**src/rtl/lpw_pkg.sv**
```systemverilog
// Package: opcodes, sequencer states and bus carriers for the exec block
// Overview of operation
// RULE1: Each instruction starts with three-cycle opcode fetch
// RULE2: Second byte: address from pointer, read, increment
// RULE3: Memory operand: latch address, two-cycle read
// RULE4: 44h loads accumulator from memory at secondary
// RULE5: 46h loads accumulator with immediate byte, six
// RULE6: 48h loads secondary from direct address, nine
// RULE7: 4Ah copies accumulator into secondary, four cycles
// RULE8: 4Bh changes nothing except instruction pointer
// RULE9: 4Ch loads secondary from memory at itself
// RULE10: 4Eh loads secondary with immediate byte, six
// RULE11: OR feeds accumulator and operand, result back
// RULE12: 80h ORs direct memory byte, nine cycles
// RULE13: 82h ORs accumulator with itself, four cycles
// RULE14: 83h ORs secondary into accumulator, four cycles
// RULE15: 84h ORs memory at secondary, seven cycles
// RULE16: 86h ORs immediate byte, six cycles
// RULE17: 10h writes accumulator to direct port, nine
// RULE18: Port write: setup, strobe, hold, three cycles
// RULE19: 14h writes accumulator to port at secondary
// RULE20: Memory returns data while read strobe asserted
// RULE21: Second byte is eight-bit address or data
// RULE22: Pointer wraps modulo 256; fetch follows immediately
package lpw_pkg;

    // Opcodes handled by this block
    localparam logic [7:0] OP_LDA_IND = 8'h44;
    localparam logic [7:0] OP_LDA_IMM = 8'h46;
    localparam logic [7:0] OP_LDR_DIR = 8'h48;
    localparam logic [7:0] OP_LDR_ACC = 8'h4a;
    localparam logic [7:0] OP_LDR_SEC = 8'h4b;
    localparam logic [7:0] OP_LDR_IND = 8'h4c;
    localparam logic [7:0] OP_LDR_IMM = 8'h4e;
    localparam logic [7:0] OP_OR_DIR  = 8'h80;
    localparam logic [7:0] OP_OR_ACC  = 8'h82;
    localparam logic [7:0] OP_OR_SEC  = 8'h83;
    localparam logic [7:0] OP_OR_IND  = 8'h84;
    localparam logic [7:0] OP_OR_IMM  = 8'h86;
    localparam logic [7:0] OP_OUT_DIR = 8'h10;
    localparam logic [7:0] OP_OUT_IND = 8'h14;

    // Reset value and pointer step
    localparam logic [7:0] RST_BYTE = 8'h00;
    localparam logic [7:0] IP_STEP  = 8'h01;

    // Sequencer steps, one per clock cycle
    typedef enum logic [3:0] {
        ST_START  = 4'b0000,
        ST_FETCH1 = 4'b0001,
        ST_FETCH2 = 4'b0010,
        ST_FETCH3 = 4'b0011,
        ST_B2_ADR = 4'b0100,
        ST_B2_RD  = 4'b0101,
        ST_OPL    = 4'b0110,
        ST_RD_ADR = 4'b0111,
        ST_RD_DAT = 4'b1000,
        ST_WR_SET = 4'b1001,
        ST_WR_STB = 4'b1010,
        ST_WR_HLD = 4'b1011,
        ST_EXEC   = 4'b1100
    } lpw_state_type;

    // Memory side of the pins
    typedef struct packed {
        logic [7:0] addr;
        logic       read_strobe;
    } lpw_mem_bus_type;

    // Port side of the pins
    typedef struct packed {
        logic [7:0] addr;
        logic [7:0] data;
        logic       data_oe;
        logic       write_strobe;
    } lpw_port_bus_type;

endpackage : lpw_pkg

```
**src/rtl/lpw_exec.sv**
```systemverilog
// Load, OR and port-write execution sequencer with its register set
`timescale 1ns/10ps
`default_nettype none
module lpw_exec
    import lpw_pkg::*;
(
    input  wire logic       sys_clk,      // 200 MHz
    input  wire logic       rst_n,        // Sync reset
    input  wire logic [7:0] mem_rdata,    // Memory data bus
    output var  lpw_mem_bus_type  mem_bus,   // Address, read strobe
    output var  lpw_port_bus_type port_bus,  // Port address, data, strobe
    output var  logic [7:0] accumulator,  // Primary register
    output var  logic [7:0] secondary,    // Secondary register
    output var  logic [7:0] instruction_pointer,
    output var  logic       instr_done,   // Pulse after last cycle
    output var  logic       instr_unknown // Pulse: opcode not handled
);

////////////////////////////////////////////////////////////////////
// Registers
lpw_state_type state_q;             // Current step
lpw_state_type state_d;             // Next step
logic [7:0]    ip_q;                // Instruction pointer
logic [7:0]    ar_q;                // Address output register
logic [7:0]    dr_q;                // Data buffer register
logic [7:0]    opl_q;               // Operand address latch
logic [7:0]    ir_q;                // Decoded opcode
logic [7:0]    acc_q;               // Accumulator
logic [7:0]    sec_q;               // Secondary register
logic          memory_read_strobe_q;              // Memory read strobe
logic          iow_q;               // Port write strobe
logic [7:0]    pdata_q;             // Port data out
logic          poe_q;               // Port data drive
logic          done_q;              // Completion pulse
logic          unk_q;               // Unknown opcode pulse

////////////////////////////////////////////////////////////////////
// Opcode classes, decoded from the fetched byte
logic [7:0] op_f;                   // Opcode under decode
logic       f_imm;                  // Immediate second byte
logic       f_dir;                  // Direct second byte
logic       f_ind;                  // Operand at secondary
logic       f_port;                 // Port write
logic       f_known;                // Handled here

// Decode uses the buffer while in the third fetch cycle
always_comb begin
    op_f    = (state_q == ST_FETCH3) ? dr_q : ir_q;
    f_imm   = (op_f == OP_LDA_IMM) || (op_f == OP_LDR_IMM) || (op_f == OP_OR_IMM);
    f_dir   = (op_f == OP_LDR_DIR) || (op_f == OP_OR_DIR) || (op_f == OP_OUT_DIR);
    f_ind   = (op_f == OP_LDA_IND) || (op_f == OP_LDR_IND) || (op_f == OP_OR_IND)
              || (op_f == OP_OUT_IND);
    f_port  = (op_f == OP_OUT_DIR) || (op_f == OP_OUT_IND);
    f_known = f_imm || f_dir || f_ind || (op_f == OP_LDR_ACC) || (op_f == OP_LDR_SEC)
              || (op_f == OP_OR_ACC) || (op_f == OP_OR_SEC);
end

////////////////////////////////////////////////////////////////////
// Step sequencer
always_comb begin
    case (state_q)
        ST_START:  state_d = ST_FETCH1;
        ST_FETCH1: state_d = ST_FETCH2;             // RULE1
        ST_FETCH2: state_d = ST_FETCH3;             // RULE1
        ST_FETCH3: begin
            if (f_imm || f_dir) begin
                state_d = ST_B2_ADR;                // RULE21
            end else if (f_ind) begin
                state_d = ST_OPL;
            end else begin
                state_d = ST_EXEC;                  // RULE8
            end
        end
        ST_B2_ADR: state_d = ST_B2_RD;              // RULE2
        ST_B2_RD:  state_d = f_dir ? ST_OPL : ST_EXEC;
        ST_OPL:    state_d = f_port ? ST_WR_SET : ST_RD_ADR; // RULE19
        ST_RD_ADR: state_d = ST_RD_DAT;             // RULE3
        ST_RD_DAT: state_d = ST_EXEC;
        ST_WR_SET: state_d = ST_WR_STB;             // RULE18
        ST_WR_STB: state_d = ST_WR_HLD;             // RULE18
        ST_WR_HLD: state_d = ST_FETCH1;             // RULE22
        ST_EXEC:   state_d = ST_FETCH1;             // RULE22
        default:   state_d = ST_START;
    endcase
end

// State register
always_ff @(posedge sys_clk) begin
    if (!rst_n) begin
        state_q <= ST_START;
    end else begin
        state_q <= state_d;
    end
end

////////////////////////////////////////////////////////////////////
// Address output register, loaded on entry to each bus step
// Loading on entry keeps the pins straight from flops
always_ff @(posedge sys_clk) begin
    if (!rst_n) begin
        ar_q <= RST_BYTE;
    end else if ((state_d == ST_FETCH1) || (state_d == ST_B2_ADR)) begin
        ar_q <= ip_q;                               // RULE2
    end else if (state_q == ST_OPL) begin
        ar_q <= f_dir ? dr_q : sec_q;               // RULE3
    end
end

// Operand latch: second byte for direct, secondary for indirect
always_ff @(posedge sys_clk) begin
    if (!rst_n) begin
        opl_q <= RST_BYTE;
    end else if (state_q == ST_OPL) begin
        opl_q <= f_dir ? dr_q : sec_q;              // RULE3
    end
end

// Read strobe spans both cycles of every read
always_ff @(posedge sys_clk) begin
    if (!rst_n) begin
        memory_read_strobe_q <= 1'b0;
    end else begin
        memory_read_strobe_q <= (state_d == ST_FETCH1) || (state_d == ST_FETCH2)
                  || (state_d == ST_B2_ADR) || (state_d == ST_B2_RD)
                  || (state_d == ST_RD_ADR) || (state_d == ST_RD_DAT); // RULE3
    end
end

// Data buffer: memory sampled in the second strobe cycle
// Needs memory data only at the end of the second strobe cycle
always_ff @(posedge sys_clk) begin
    if (!rst_n) begin
        dr_q <= RST_BYTE;
    end else if ((state_q == ST_FETCH2) || (state_q == ST_B2_RD)
                 || (state_q == ST_RD_DAT)) begin
        dr_q <= mem_rdata;                          // RULE20
    end
end

// Instruction pointer, eight bits, wraps past ffh
always_ff @(posedge sys_clk) begin
    if (!rst_n) begin
        ip_q <= RST_BYTE;
    end else if ((state_q == ST_FETCH2) || (state_q == ST_B2_RD)) begin
        ip_q <= 8'(ip_q + IP_STEP);                 // RULE22
    end
end

// Opcode hold for the execution steps
always_ff @(posedge sys_clk) begin
    if (!rst_n) begin
        ir_q <= RST_BYTE;
    end else if (state_q == ST_FETCH3) begin
        ir_q <= dr_q;                               // RULE1
    end
end

////////////////////////////////////////////////////////////////////
// Writeback of the final execution step
logic [7:0] alu_b;                  // OR operand
logic [7:0] alu_f;                  // OR result

// Operand B: buffer, accumulator or secondary
always_comb begin
    case (ir_q)
        OP_OR_ACC: alu_b = acc_q;                   // RULE13
        OP_OR_SEC: alu_b = sec_q;                   // RULE14
        default:   alu_b = dr_q;                    // RULE11
    endcase
    alu_f = acc_q | alu_b;                          // RULE11
end

// Accumulator
always_ff @(posedge sys_clk) begin
    if (!rst_n) begin
        acc_q <= RST_BYTE;
    end else if (state_q == ST_EXEC) begin
        case (ir_q)
            OP_LDA_IND: acc_q <= dr_q;              // RULE4
            OP_LDA_IMM: acc_q <= dr_q;              // RULE5
            OP_OR_DIR:  acc_q <= alu_f;             // RULE12
            OP_OR_ACC:  acc_q <= alu_f;             // RULE13
            OP_OR_SEC:  acc_q <= alu_f;             // RULE14
            OP_OR_IND:  acc_q <= alu_f;             // RULE15
            OP_OR_IMM:  acc_q <= alu_f;             // RULE16
            default:    acc_q <= acc_q;             // Others leave it
        endcase
    end
end

// Secondary register
always_ff @(posedge sys_clk) begin
    if (!rst_n) begin
        sec_q <= RST_BYTE;
    end else if (state_q == ST_EXEC) begin
        case (ir_q)
            OP_LDR_DIR: sec_q <= dr_q;              // RULE6
            OP_LDR_ACC: sec_q <= acc_q;             // RULE7
            OP_LDR_IND: sec_q <= dr_q;              // RULE9
            OP_LDR_IMM: sec_q <= dr_q;              // RULE10
            default:    sec_q <= sec_q;             // RULE8
        endcase
    end
end

////////////////////////////////////////////////////////////////////
// Port write: data loaded on setup, strobe in the middle cycle
always_ff @(posedge sys_clk) begin
    if (!rst_n) begin
        pdata_q <= RST_BYTE;
        poe_q   <= 1'b0;
        iow_q   <= 1'b0;
    end else begin
        if (state_d == ST_WR_SET) begin
            pdata_q <= acc_q;                       // RULE17
        end
        poe_q <= (state_d == ST_WR_SET) || (state_d == ST_WR_STB)
                 || (state_d == ST_WR_HLD);         // RULE18
        iow_q <= (state_d == ST_WR_STB);            // RULE18
    end
end

// Status pulses, one cycle, during the next fetch's first cycle
always_ff @(posedge sys_clk) begin
    if (!rst_n) begin
        done_q <= 1'b0;
        unk_q  <= 1'b0;
    end else begin
        done_q <= (state_q == ST_EXEC) || (state_q == ST_WR_HLD);
        unk_q  <= (state_q == ST_EXEC) && !f_known; // Treated as no-op
    end
end

////////////////////////////////////////////////////////////////////
// Outputs, all from flops
// Carriers assigned whole, so each has a single driver
assign mem_bus                = '{addr: ar_q, read_strobe: memory_read_strobe_q};
assign port_bus               = '{addr: ar_q, data: pdata_q, data_oe: poe_q,
                                  write_strobe: iow_q};
assign accumulator            = acc_q;
assign secondary              = sec_q;
assign instruction_pointer    = ip_q;
assign instr_done             = done_q;
assign instr_unknown          = unk_q;
endmodule : lpw_exec
`default_nettype wire

```
**config.mk**
```make
export PLATFORM = sky130hd
export DESIGN_NAME = lpw_exec
export DESIGN_NICKNAME = d
export VERILOG_FILES = /design/src/rtl/lpw_pkg.sv /design/src/rtl/lpw_exec.sv
export SDC_FILE = /design/constraint.sdc
export NUM_CORES = 1
export LEC_CHECK = 0
export BUFFER_PORTS_ARGS = -buffer_cell sky130_fd_sc_hd__buf_4
export CORE_MARGIN = 5
export CORE_UTILIZATION = 51
export CTS_CLUSTER_DIAMETER = 150
export DETAILED_ROUTE_END_ITERATION = 8
export PLACE_DENSITY = 0.8
export SETUP_SLACK_MARGIN = 0.2
export SYNTH_ARGS = -nofsm -noshare
export SYNTH_HDL_FRONTEND = slang
export SYNTH_SLANG_ARGS = --single-unit
export TNS_END_PERCENT = 50
```
**constraint.sdc**
```tcl
create_clock -name sys_clk -period 2.3 [get_ports sys_clk]
set_input_delay 0.115 -clock sys_clk [delete_from_list [all_inputs] [get_ports sys_clk]]
set_output_delay 0.115 -clock sys_clk [all_outputs]
set_load 0.01 [all_outputs]
```
==> qor.csv, run 1 <==
stage,metric,value,unit
run_status,status,"complete, but fails checks",
run_status,failing checks,negative setup slack,
yosys,leading post-synthesis cells by cell area,"dfxtp_1 (36%), mux2i_1 (13%), nand2_1 (6.3%)",
placement,Post-Place Setup Slack,-0.02056,ns
worst_setup_path,CP Buf/Inv Count,1,
sta,Worst Skew,0.01262,ns
sta,RSZ-0062 raised after global routing,yes,
cells_and_area,post-layout util,67.55,%
floorplanning,die height,93.84,um
yosys,synthesized instance count,411,
placement,post-DP HPWL,6465,um
cells_and_area,fraction of layout cells with a size suffix above 1,31.40,%
placement,PortBufs,62,
floorplanning,die width,93.84,um
power,Leak,1.982,nW
detailed_routing,DRC,0,
yosys,number of synthesized flops with an enable pin,0,
grt,gr usage total,21.59,%
detailed_routing,post-route ant nets,0,
yosys,Async SR Flop Fraction,0,%
cts,clock sink count,65,
detailed_routing,1st-iter DRT viols,274,
floorplanning,core area,6832,um2
yosys,part of the Yosys area used for sequential elements,36.30,%
flow_run,max cap viols,0,
cts,htree depth,3,
yosys,Synth Cell Area,3585,um2
placement,Post-DP Area,4179,um2
hold_path,min-delay worst type,primary input to flip-flop,
floorplanning,Top Ports,63,
cts,total CTS buffers,9,
placement,GPL Wtd Cong,0.8891,
floorplanning,Rows,30,
worst_setup_path,Worst Path Required,2.53,ns
detailed_routing,vias per std cell,5.691,
detailed_routing,average wire per standard cell,16.80,um
yosys,predominant post-synthesis flop cell,dfxtp_1,
sta,PnR worst setup slack,-0.04225,ns
worst_setup_path,"CP delay by family, top",simple AND/OR/NAND/NOR gates,
worst_setup_path,Worst setup SP type,flip-flop,
detailed_routing,via count,3301,
worst_setup_path,crit path max-delay cell type,dfxtp_4,
worst_setup_path,worst setup path startpoint,state_q[3],
detailed_routing,1st-pass router iterations,6,
sta,Final setup viols,7,
worst_setup_path,"most used cell, CP",mux2i_1,
worst_setup_path,worst path cell trace,and4bb_4 -> mux2i_1 -> a211oi_2 -> nand4b_1 -> a2111oi_4 -> clkbuf_16 -> mux2i_1 -> nor2b_1,
worst_setup_path,Critical Path Sink Type,flip-flop,
cts,clock slew at reported path FFs,0.08,ns
yosys,Post-Syn Nets,422,
yosys,synthesized flop and latch total,65,
grt,number of global-route vias before repair,3037,
sta,setup TNS,-0.1593,ns
cells_and_area,ANT cells,0,
grt,largest net degree at the start of global routing,73,
floorplanning,Die ar.,8805,um2
worst_setup_path,CP Data Arrival Time,2.57,ns
sta,fmax,426.9,MHz
grt,first-pass GRT wire length,15080,um
worst_setup_path,Reg-to-Reg Start,state_q[3],
cts,clk_lat worst skew,0.34,ns
cells_and_area,"Design Area, Final",4614,um2
yosys,most instantiated cells after synthesis,"dfxtp_1 (65), nand2_1 (60), mux2i_1 (45), nor2b_1 (33), o21ai_0 (23)",
power,VDD IR max,0.0005812,V
sta,Final Hold Slack,0.02663,ns
grt,initial antenna violation count,0,
cells_and_area,Final nets,490,
cts,maximum clock path buffer count,2,
yosys,leading area contributor after synthesis,dfxtp_1,
cts,CTS root buf,clkbuf_8,
yosys,Yosys cell types,55,
power,Power Dens Cells,924.3,nW/um2
yosys,Synth Area per Inst,8.722,um2
cts,TritonCTS clock tree,built,
cells_and_area,area grow syn2layout,28.73,%
yosys,"count leader, synth",dfxtp_1,
sta,Slew @ Worst Pin,0.5800,ns
grt,Overflow after GRT,0,
sta,Slew Limit Fails,0,
sta,Worst slew margin,61.34,%
yosys,post-synth top area share,36.30,%
yosys,Syn. warnings,0,
sta,post-route clock period utilization,101.8,%
worst_setup_path,Crit Path Class,flip-flop to flip-flop,
hold_path,hold_sp,mem_rdata[1],
detailed_routing,final WL,9745,um
sta,fin crit period,2.342,ns
floorplanning,Starting Density,52.47,%
cts,CTS hold repair buffers,0,
worst_setup_path,crit-path max cell delay,0.37,ns
sta,Final Hold Vio Count,0,
worst_setup_path,crit path max fanout,7,
## metrics by stage
stage,power (W),instances
finish,0.004265,580
global route,0.004475,580
CTS,0.004092,578
detailed placement,0.002937,555
global placement,0.002894,555
floorplan,0.002494,411
## worst min-delay path: cells and delay by family
| family | cells | cell delay (ns) |
|---|---|---|
| buffers and inverters | 1 | 0.08 |
| AND/OR/NAND/NOR | 1 | 0.10 |
| multiplexers | 1 | 0.05 |
## routing by layer
layer | GRT usage [%] | vias to the layer above | share of wire (%)
met5 | 0 | - | 0
met4 | 7.461 | 0 | 1.5
met3 | 4.087 | 14 | 5.8
met2 | 36.19 | 129 | 51
met1 | 27.65 | 1594 | 42
li1 | - | 1564 | -
## cell type report
class	count	area, um2
clock inverters	6	67.56
well taps	96	120.1
fillers	539	2217
clock buffers	10	137.6
multi-input cells	298	2156
flip-flops and latches	65	1319
inverters	4	15.01
repair buffers	101	799.5
## layout by cell type, fill, tap and decap left out, drive strengths merged, types with 2 or more instances in the layout
cell	synthesis	routed
a211oi	3	3
a21boi	6	6
a21o	9	9
a21oi	11	11
a22oi	8	8
a31oi	3	3
and2	11	11
and3	4	4
buf	23	100
clkbuf	21	11
clkinv	0	3
clkinvlp	0	2
dfxtp	65	65
inv	4	4
mux2i	45	45
nand2	60	60
nand2b	6	6
nand3	6	6
nand3b	2	2
nand4	2	2
nand4b	2	2
nor2	14	14
nor2b	33	33
nor3	3	3
nor3b	4	4
nor4b	5	5
o211a	8	8
o211ai	2	2
o21ai	23	23
xnor2	6	6
xor2	3	3
## final timing paths
| path | to | slack, ns | depth (start not counted) |
|---|---|---|---|
| worst max-delay path | pdata_q[6] | -0.04 | 8 |
| worst min-delay path | dr_q[1] | 0.03 | 3 |
| worst max register to register | pdata_q[6] | -0.04 | 8 |
| worst min register to register | ar_q[7] | 0.50 | 2 |
## cell families after synthesis
group | share of synthesized area (%)
fa+ha+maj | 0.3490
simple gates | 23.81
flops | 36.30
buf+inv | 6.946
compound gates | 17.84
mux | 12.57
xor+xnor | 2.199
## where the power goes
part	internal (W)	leakage, nW	switching [W]
combinational	0.000900	1.35	0.000981
sequential	0.00125	0.530	0.000139
clock	0.000532	0.0985	0.000467
## registers in the layout (all words and copies together), names as in the netlist
name,count
instr_unknown,1
ar_q,8
dr_q,8
instruction_pointer,8
ir_q,8
secondary,8
memory_read_strobe_q,1
accumulator,8
iow_q,1
poe_q,1
pdata_q,8
instr_done,1
state_q,4
## timing repair
action | CTS | global route
endpoints found under the setup margin | 18 | 24
resized for setup | 11 | 23
buffers inserted | 7 | 2
pin swaps | 4 | 8
Note: power is estimated with default switching activity, not from simulation.
==> inputs of run 2 (changes only) <==
- PLACE_DENSITY: 0.8 -> 0.84
==> run 2 against run 1 <==
The flow now finishes without violations. Global-route usage is 0.11 points higher. Flip-flop and latch count unchanged. Core utilization down 0.40 points. Wire length up 0.70%. Critical path depth rose by 2. Sequential share of layout area increased by 0.17 points. Worst hold slack worse by 0.0025 ns. Fmax grew 2.5%. Total power shrank 1.5%. First-iteration DRC count is 8.8% higher. Final cell count is 0.34% higher. Critical path type unchanged.
==> qor.csv, run 2 (synthesis results as in run 1) <==
stage,metric,value,unit,change
sta,post-route clock period utilization,99.33,%,-2.5 points
floorplanning,Top Ports,63,,unchanged
detailed_routing,via count,3248,,-1.6%
cts,maximum clock path buffer count,2,,unchanged
cts,CTS root buf,clkbuf_8,,
placement,post-DP HPWL,6587,um,+1.9%
grt,met2 usage,36.55,%,+0.35 points
grt,GRT Max-Usage Layer,met2,,
detailed_routing,1st-pass router iterations,7,,+1
hold_path,Hold Path Stages,3,,unchanged
run_status,status,"finished, final reports clean",,
sta,setup TNS,0,ns,+0.1593 ns
floorplanning,core area,6832,um2,unchanged
cells_and_area,ANT cells,0,,unchanged
detailed_routing,DRC,0,,unchanged
grt,met3 Use GR,4.968,%,+0.88 points
worst_setup_path,worst setup path startpoint,state_q[0],,
worst_setup_path,Reg-to-Reg Start,state_q[0],,
detailed_routing,post-route ant nets,0,,unchanged
detailed_routing,1st-iter DRT viols,298,,+8.8%
hold_path,min-delay worst type,primary input to flip-flop,,
worst_setup_path,Worst Path Required,2.57,ns,+0.04 ns
grt,number of global-route vias before repair,3114,,+2.5%
worst_setup_path,Crit Path Class,flip-flop to flip-flop,,
hold_path,Min-Delay Endpoint,dr_q[2],,
power,Power Dens Cells,915.7,nW/um2,-0.92%
worst_setup_path,Reg2Reg Depth,10,,+2
worst_setup_path,crit path max fanout,11,,+4
sta,Final setup viols,0,,-7
power,VDD IR max,0.0005171,V,-11%
placement,PortBufs,62,,unchanged
floorplanning,Rows,30,,unchanged
worst_setup_path,Critical Path Sink Type,flip-flop,,
grt,GR Util met1,27.58,%,-0.063 points
cts,clock slew at reported path FFs,0.08,ns,about the same
grt,gr usage total,21.70,%,+0.11 points
flow_run,max cap viols,0,,unchanged
sta,fmax,437.7,MHz,+2.5%
worst_setup_path,FF-to-FF End,ar_q[6],,
cts,TritonCTS clock tree,built,,
sta,Slew Limit Fails,0,,unchanged
placement,GPL Wtd Cong,0.8843,,-0.54%
sta,Final Hold Vio Count,0,,unchanged
detailed_routing,average wire per standard cell,16.86,um,+0.35%
floorplanning,Die ar.,8805,um2,unchanged
hold_path,hold_sp,mem_rdata[2],,
cts,htree depth,3,,unchanged
floorplanning,die height,93.84,um,unchanged
cells_and_area,fraction of layout cells with a size suffix above 1,31.07,%,-0.33 points
cells_and_area,most frequent cells in the layout,"buf_4 (98), nand2_1 (60), dfxtp_1 (57)",,
grt,Overflow after GRT,0,,unchanged
cells_and_area,area grow syn2layout,27.96,%,
grt,initial antenna violation count,0,,unchanged
sta,fin crit period,2.285,ns,-0.05770 ns
floorplanning,die width,93.84,um,unchanged
sta,RSZ-0062 raised after global routing,yes,,
floorplanning,Starting Density,52.47,%,unchanged
grt,largest net degree at the start of global routing,73,,unchanged
worst_setup_path,reg2reg setup slack,0.02,ns,+0.06 ns
sta,Slew @ Worst Pin,0.6128,ns,+0.03280 ns
cts,clk_lat worst skew,0.34,ns,about the same
sta,Worst Skew,0.007770,ns,-0.004854 ns
cells_and_area,number of fill cells in the layout,549,,+1.9%
cells_and_area,post-layout util,67.14,%,-0.40 points
placement,placed instance count,555,,unchanged
cells_and_area,"commonest non-fill, non-tap cell in the layout",buf_4,,
detailed_routing,vias per std cell,5.581,,-1.9%
worst_setup_path,CP Data Arrival Time,2.55,ns,-0.02 ns
cts,clock sink count,65,,unchanged
cts,total CTS buffers,9,,unchanged
cells_and_area,"non-filler cells, final",582,,+0.34%
worst_setup_path,Worst setup SP type,flip-flop,,
sta,Worst slew margin,59.15,%,-2.2 points
detailed_routing,final WL,9813,um,+0.70%
cells_and_area,Final nets,492,,+0.41%
power,Leak,1.983,nW,about the same
grt,first-pass GRT wire length,15230,um,+0.96%
==> run 2: changes by cell type in the layout (fill, tap and decap cells not counted), moves of 2 or more <==
cell     previous run  this run
inv_6               0         2
o21ai_1             0         2
o21ai_0            23        21
buf_4              96        98
==> run 2: per-stage QoR <==
step                setup slack (ns)  cell area [um2]  hold WS, ns  total power [W]
floorplan                    0.06574             3596       0.2812         0.002494
global placement             0.08132             4192       0.3674         0.002963
detailed placement          -0.03038             4192       0.3894         0.003021
CTS                          0.02693             4461      0.01938         0.004005
global route                 -0.1044             4587      0.04408         0.004405
finish                       0.01545             4587      0.02411         0.004200
==> run 2: critical path, stage by stage (launching register included) <==
cell and delay (ns):
dfxtp_4 0.37, buf_8 0.14, mux2i_4 0.18, a2111o_1 0.40, a211oi_2 0.20, nand4b_1 0.16
buf_4 0.14, nor2_2 0.05, a31oi_4 0.21, buf_12 0.16, mux2i_1 0.21
==> run 2: repair_timing <==
item                                   CTS  global route
pin swaps                                4            10
resized for setup                       14            20
endpoints found under the hold margin    0             0
buffers inserted                         4             7
hold buffers                             0             0
setup endpoints to repair               18            21
==> run 2: layout make-up <==
cell class | count | area [um2] | area share (%)
Tap cell | 96 | 120.1 | 2.619
Sequential cell | 65 | 1319 | 28.75
Clock buffer | 9 | 123.9 | 2.700
Timing Repair Buffer | 103 | 818.3 | 17.84
Clock inverter | 7 | 55.05 | 1.200
Multi-Input combinational cell | 298 | 2136 | 46.56
Inverter | 4 | 15.01 | 0.3273
==> run 2: worst max path at each step <==
stage | to | slack, ns | cells after the start
CTS | pdata_q[1] | 0.03 | 8
floorplan | pdata_q[0] | 0.07 | 8
global route | pdata_q[0] | -0.10 | 9
finish | ar_q[6] | 0.02 | 10
detailed placement | pdata_q[1] | -0.03 | 8
global placement | pdata_q[3] | 0.08 | 8
==> run 2: report_power, final <==
group | total (W) | switching (W) | internal (W)
Combinational | 0.00195 | 0.00101 | 0.000942
Sequential | 0.00136 | 0.000118 | 0.00124
Clock | 0.000892 | 0.000493 | 0.000400
==> run 2: metal layers <==
metal	up-vias	share of wire, %	wire length [um]
met1	1563	42	4096
met3	18	5.2	513
met4	0	1.6	160
li1	1567	-	-
met5	-	0	0
met2	100	51	5042
==> inputs of run 3 (changes only) <==
- GPL_TIMING_DRIVEN: not set -> 0
==> run 3 against run 2 <==
The run now ends with negative setup slack left. Core utilization rose by 2.5 points. Die area did not move. Register-to-register slack worse by 0.04 ns. Setup slack lost 0.044 ns.
==> qor.csv, run 3 (synthesis results as in run 1) <==
stage,metric,value,unit,change
worst_setup_path,Crit Path Class,flip-flop to flip-flop,,
detailed_routing,DRC,0,,unchanged
worst_setup_path,"CP delay by family, top",simple AND/OR/NAND/NOR gates,,
worst_setup_path,CP Data Arrival Time,2.56,ns,about the same
worst_setup_path,Reg2Reg Depth,9,,-1
cells_and_area,"commonest non-fill, non-tap cell in the layout",buf_4,,
worst_setup_path,Critical Path Sink Type,flip-flop,,
grt,gr usage total,22.93,%,+1.2 points
floorplanning,Top Ports,63,,unchanged
worst_setup_path,crit path max-delay cell type,dfxtp_4,,
floorplanning,die height,93.84,um,unchanged
cells_and_area,"Design Area, Final",4758,um2,+3.7%
cells_and_area,number of fill cells in the layout,524,,-4.6%
worst_setup_path,Worst Path Required,2.54,ns,-0.03 ns
power,sequential share of power,29.7,%,-2.7 points
flow_run,max cap viols,0,,unchanged
detailed_routing,1st-pass router iterations,5,,-2
cells_and_area,multi-input combinational cell area,2180,um2,+2.1%
cells_and_area,ANT cells,0,,unchanged
sta,post-route clock period utilization,101.2,%,+1.9 points
power,Clock power frac,26.9,%,+5.7 points
cts,htree depth,3,,unchanged
power,Leak,2.050,nW,+3.4%
placement,PortBufs,61,,-1.6%
detailed_routing,post-route ant nets,0,,unchanged
worst_setup_path,Worst setup SP type,flip-flop,,
cells_and_area,area grow syn2layout,32.74,%,
grt,first-pass GRT wire length,15990,um,+5.0%
sta,fin crit period,2.328,ns,+0.04380 ns
power,switching power of the nets,0.001632,W,+0.93%
worst_setup_path,critical path depth,9,,-1
cells_and_area,Reg area,1320,um2,about the same
floorplanning,die width,93.84,um,unchanged
floorplanning,Rows,30,,unchanged
cts,clock slew at reported path FFs,0.07,ns,about the same
detailed_routing,final WL,10290,um,+4.8%
power,Switching Fraction,35.91,%,-2.6 points
grt,number of global-route vias before repair,3220,,+3.4%
cts,CTS root buf,clkbuf_8,,
hold_path,min-delay worst type,primary input to flip-flop,,
detailed_routing,average wire per standard cell,17.20,um,+2.0%
floorplanning,Die ar.,8805,um2,unchanged
grt,Overflow after GRT,0,,unchanged
sta,PnR worst setup slack,-0.02835,ns,-0.04380 ns
run_status,status,"complete, but fails checks",,
cts,total CTS buffers,9,,unchanged
cells_and_area,Final nets,508,,+3.3%
cells_and_area,most frequent cells in the layout,"buf_4 (86), nand2_1 (59), dfxtp_1 (58)",,
cts,clock sink count,65,,unchanged
worst_setup_path,CP Buf/Inv Count,2,,-1
grt,largest net degree at the start of global routing,13,,-82%
detailed_routing,1st-iter DRT viols,253,,-15%
worst_setup_path,crit-path max cell delay,0.36,ns,-0.04 ns
sta,Final Hold Slack,0.02356,ns,-0.0005506 ns
cts,clk_lat worst skew,0.35,ns,about the same
power,Power Dens Cells,954.8,nW/um2,+4.3%
cells_and_area,fraction of layout cells with a size suffix above 1,31.87,%,+0.80 points
sta,RSZ-0062 raised after global routing,yes,,
power,VDD IR max,0.0005315,V,+2.8%
detailed_routing,via count,3362,,+3.5%
placement,Post-DP Area,4174,um2,-0.42%
sta,fmax,429.5,MHz,-1.9%
power,combinational power share,43.4,%,-3.0 points
placement,GPL Wtd Cong,0.8940,,+1.1%
floorplanning,core area,6832,um2,unchanged
worst_setup_path,worst path cell trace,and4bb_2 -> buf_6 -> mux2i_1 -> a211oi_2 -> nand4b_1 -> a2111oi_4 -> buf_12 -> mux2i_2 -> nor2b_1,,
cts,TritonCTS clock tree,built,,
cts,maximum clock path buffer count,2,,unchanged
cells_and_area,post-layout util,69.65,%,+2.5 points
cts,CTS hold repair buffers,0,,unchanged
grt,initial antenna violation count,0,,unchanged
sta,Slew Limit Fails,0,,unchanged
sta,Worst Skew,0.007566,ns,-0.0002046 ns
sta,Worst slew margin,56.98,%,-2.2 points
placement,placed instance count,568,,+2.3%
worst_setup_path,crit path max fanout,8,,-3
sta,Slew @ Worst Pin,0.6447,ns,+0.03198 ns
placement,post-DP HPWL,6584,um,about the same
detailed_routing,vias per std cell,5.622,,+0.74%
power,P_int,0.002912,W,+13%
sta,Final Hold Vio Count,0,,unchanged
floorplanning,Starting Density,52.47,%,unchanged
cells_and_area,"non-filler cells, final",598,,+2.7%
hold_path,Hold Path Stages,3,,unchanged
sta,Final setup viols,8,,+8
run_status,failing checks,negative setup slack,,
run 3: changes by cell type in the layout (fill, tap and decap cells not counted), moves of 2 or more:
cell	change
clkbuf_1	+13
buf_4	-12
clkbuf_2	+7
buf_6	+5
buf_2	+3
bufinv_16	+3
a21oi_1	-2
dfxtp_2	-2
inv_6	-2
run 3: worst register-to-register path, delay by kind of cell, from the launching register on:
kind | cells | cell delay (ns)
mux | 2 | 0.44
flops | 1 | 0.36
compound gates | 2 | 0.39
buf+inv | 2 | 0.32
simple gates | 3 | 0.71
run 3: worst paths after layout:
kind,to,slack (ns),start
worst max-delay path,pdata_q[6],-0.03,state_q[2]
worst max register to register,pdata_q[6],-0.03,state_q[2]
worst min-delay path,dr_q[5],0.02,mem_rdata[5]
worst min register to register,ar_q[7],0.50,instruction_pointer[7]
run 3: final cells by class:
cell class	count	share of cell area [%]
inverters	4	0.3155
clock inverters	6	2.419
repair buffers	75	12.36
plain buffers	44	5.943
flip-flops and latches	65	27.74
well taps	96	2.524
multi-input cells	298	45.81
clock buffers	10	2.892
run 3: timing repair:
action                     in CTS  in global routing
resized for setup              31                 32
pin swaps                       4                 11
buffers inserted                8                  6
setup endpoints to repair      49                 45
gates cloned                    0                  0
run 3: metal layers:
layer / up-vias / track usage [%] / share of wire, %
met1: 1627 / 27.68 / 43
met3: 24 / 3.606 / 4.7
met2: 115 / 40.15 / 50
met4: 0 / 9.627 / 2.7
met5: - / 0 / 0
li1: 1596 / - / -
run 3: power by group through the flow:
| stage | clock [W] | sequential (W) | combinational (W) |
|---|---|---|---|
| 2_1_floorplan | 0 | 0.00134 | 0.00116 |
| 3_3_place_gp | 0 | 0.00135 | 0.00145 |
| 3_5_place_dp | 0 | 0.00135 | 0.00148 |
| 4_1_cts | 0.00123 | 0.00133 | 0.00176 |
| 5_1_grt | 0.00128 | 0.00136 | 0.00209 |
| 6_report | 0.00122 | 0.00135 | 0.00197 |
run 3: metrics by stage:
step,total power [W],TNS [ns],worst slack [ns]
floorplan,0.002494,0,0.06574
global placement,0.002803,-6.019,-0.4162
detailed placement,0.002832,-6.486,-0.4369
CTS,0.004317,-0.3593,-0.05424
global route,0.004738,-1.726,-0.1607
finish,0.004543,-0.08797,-0.02835
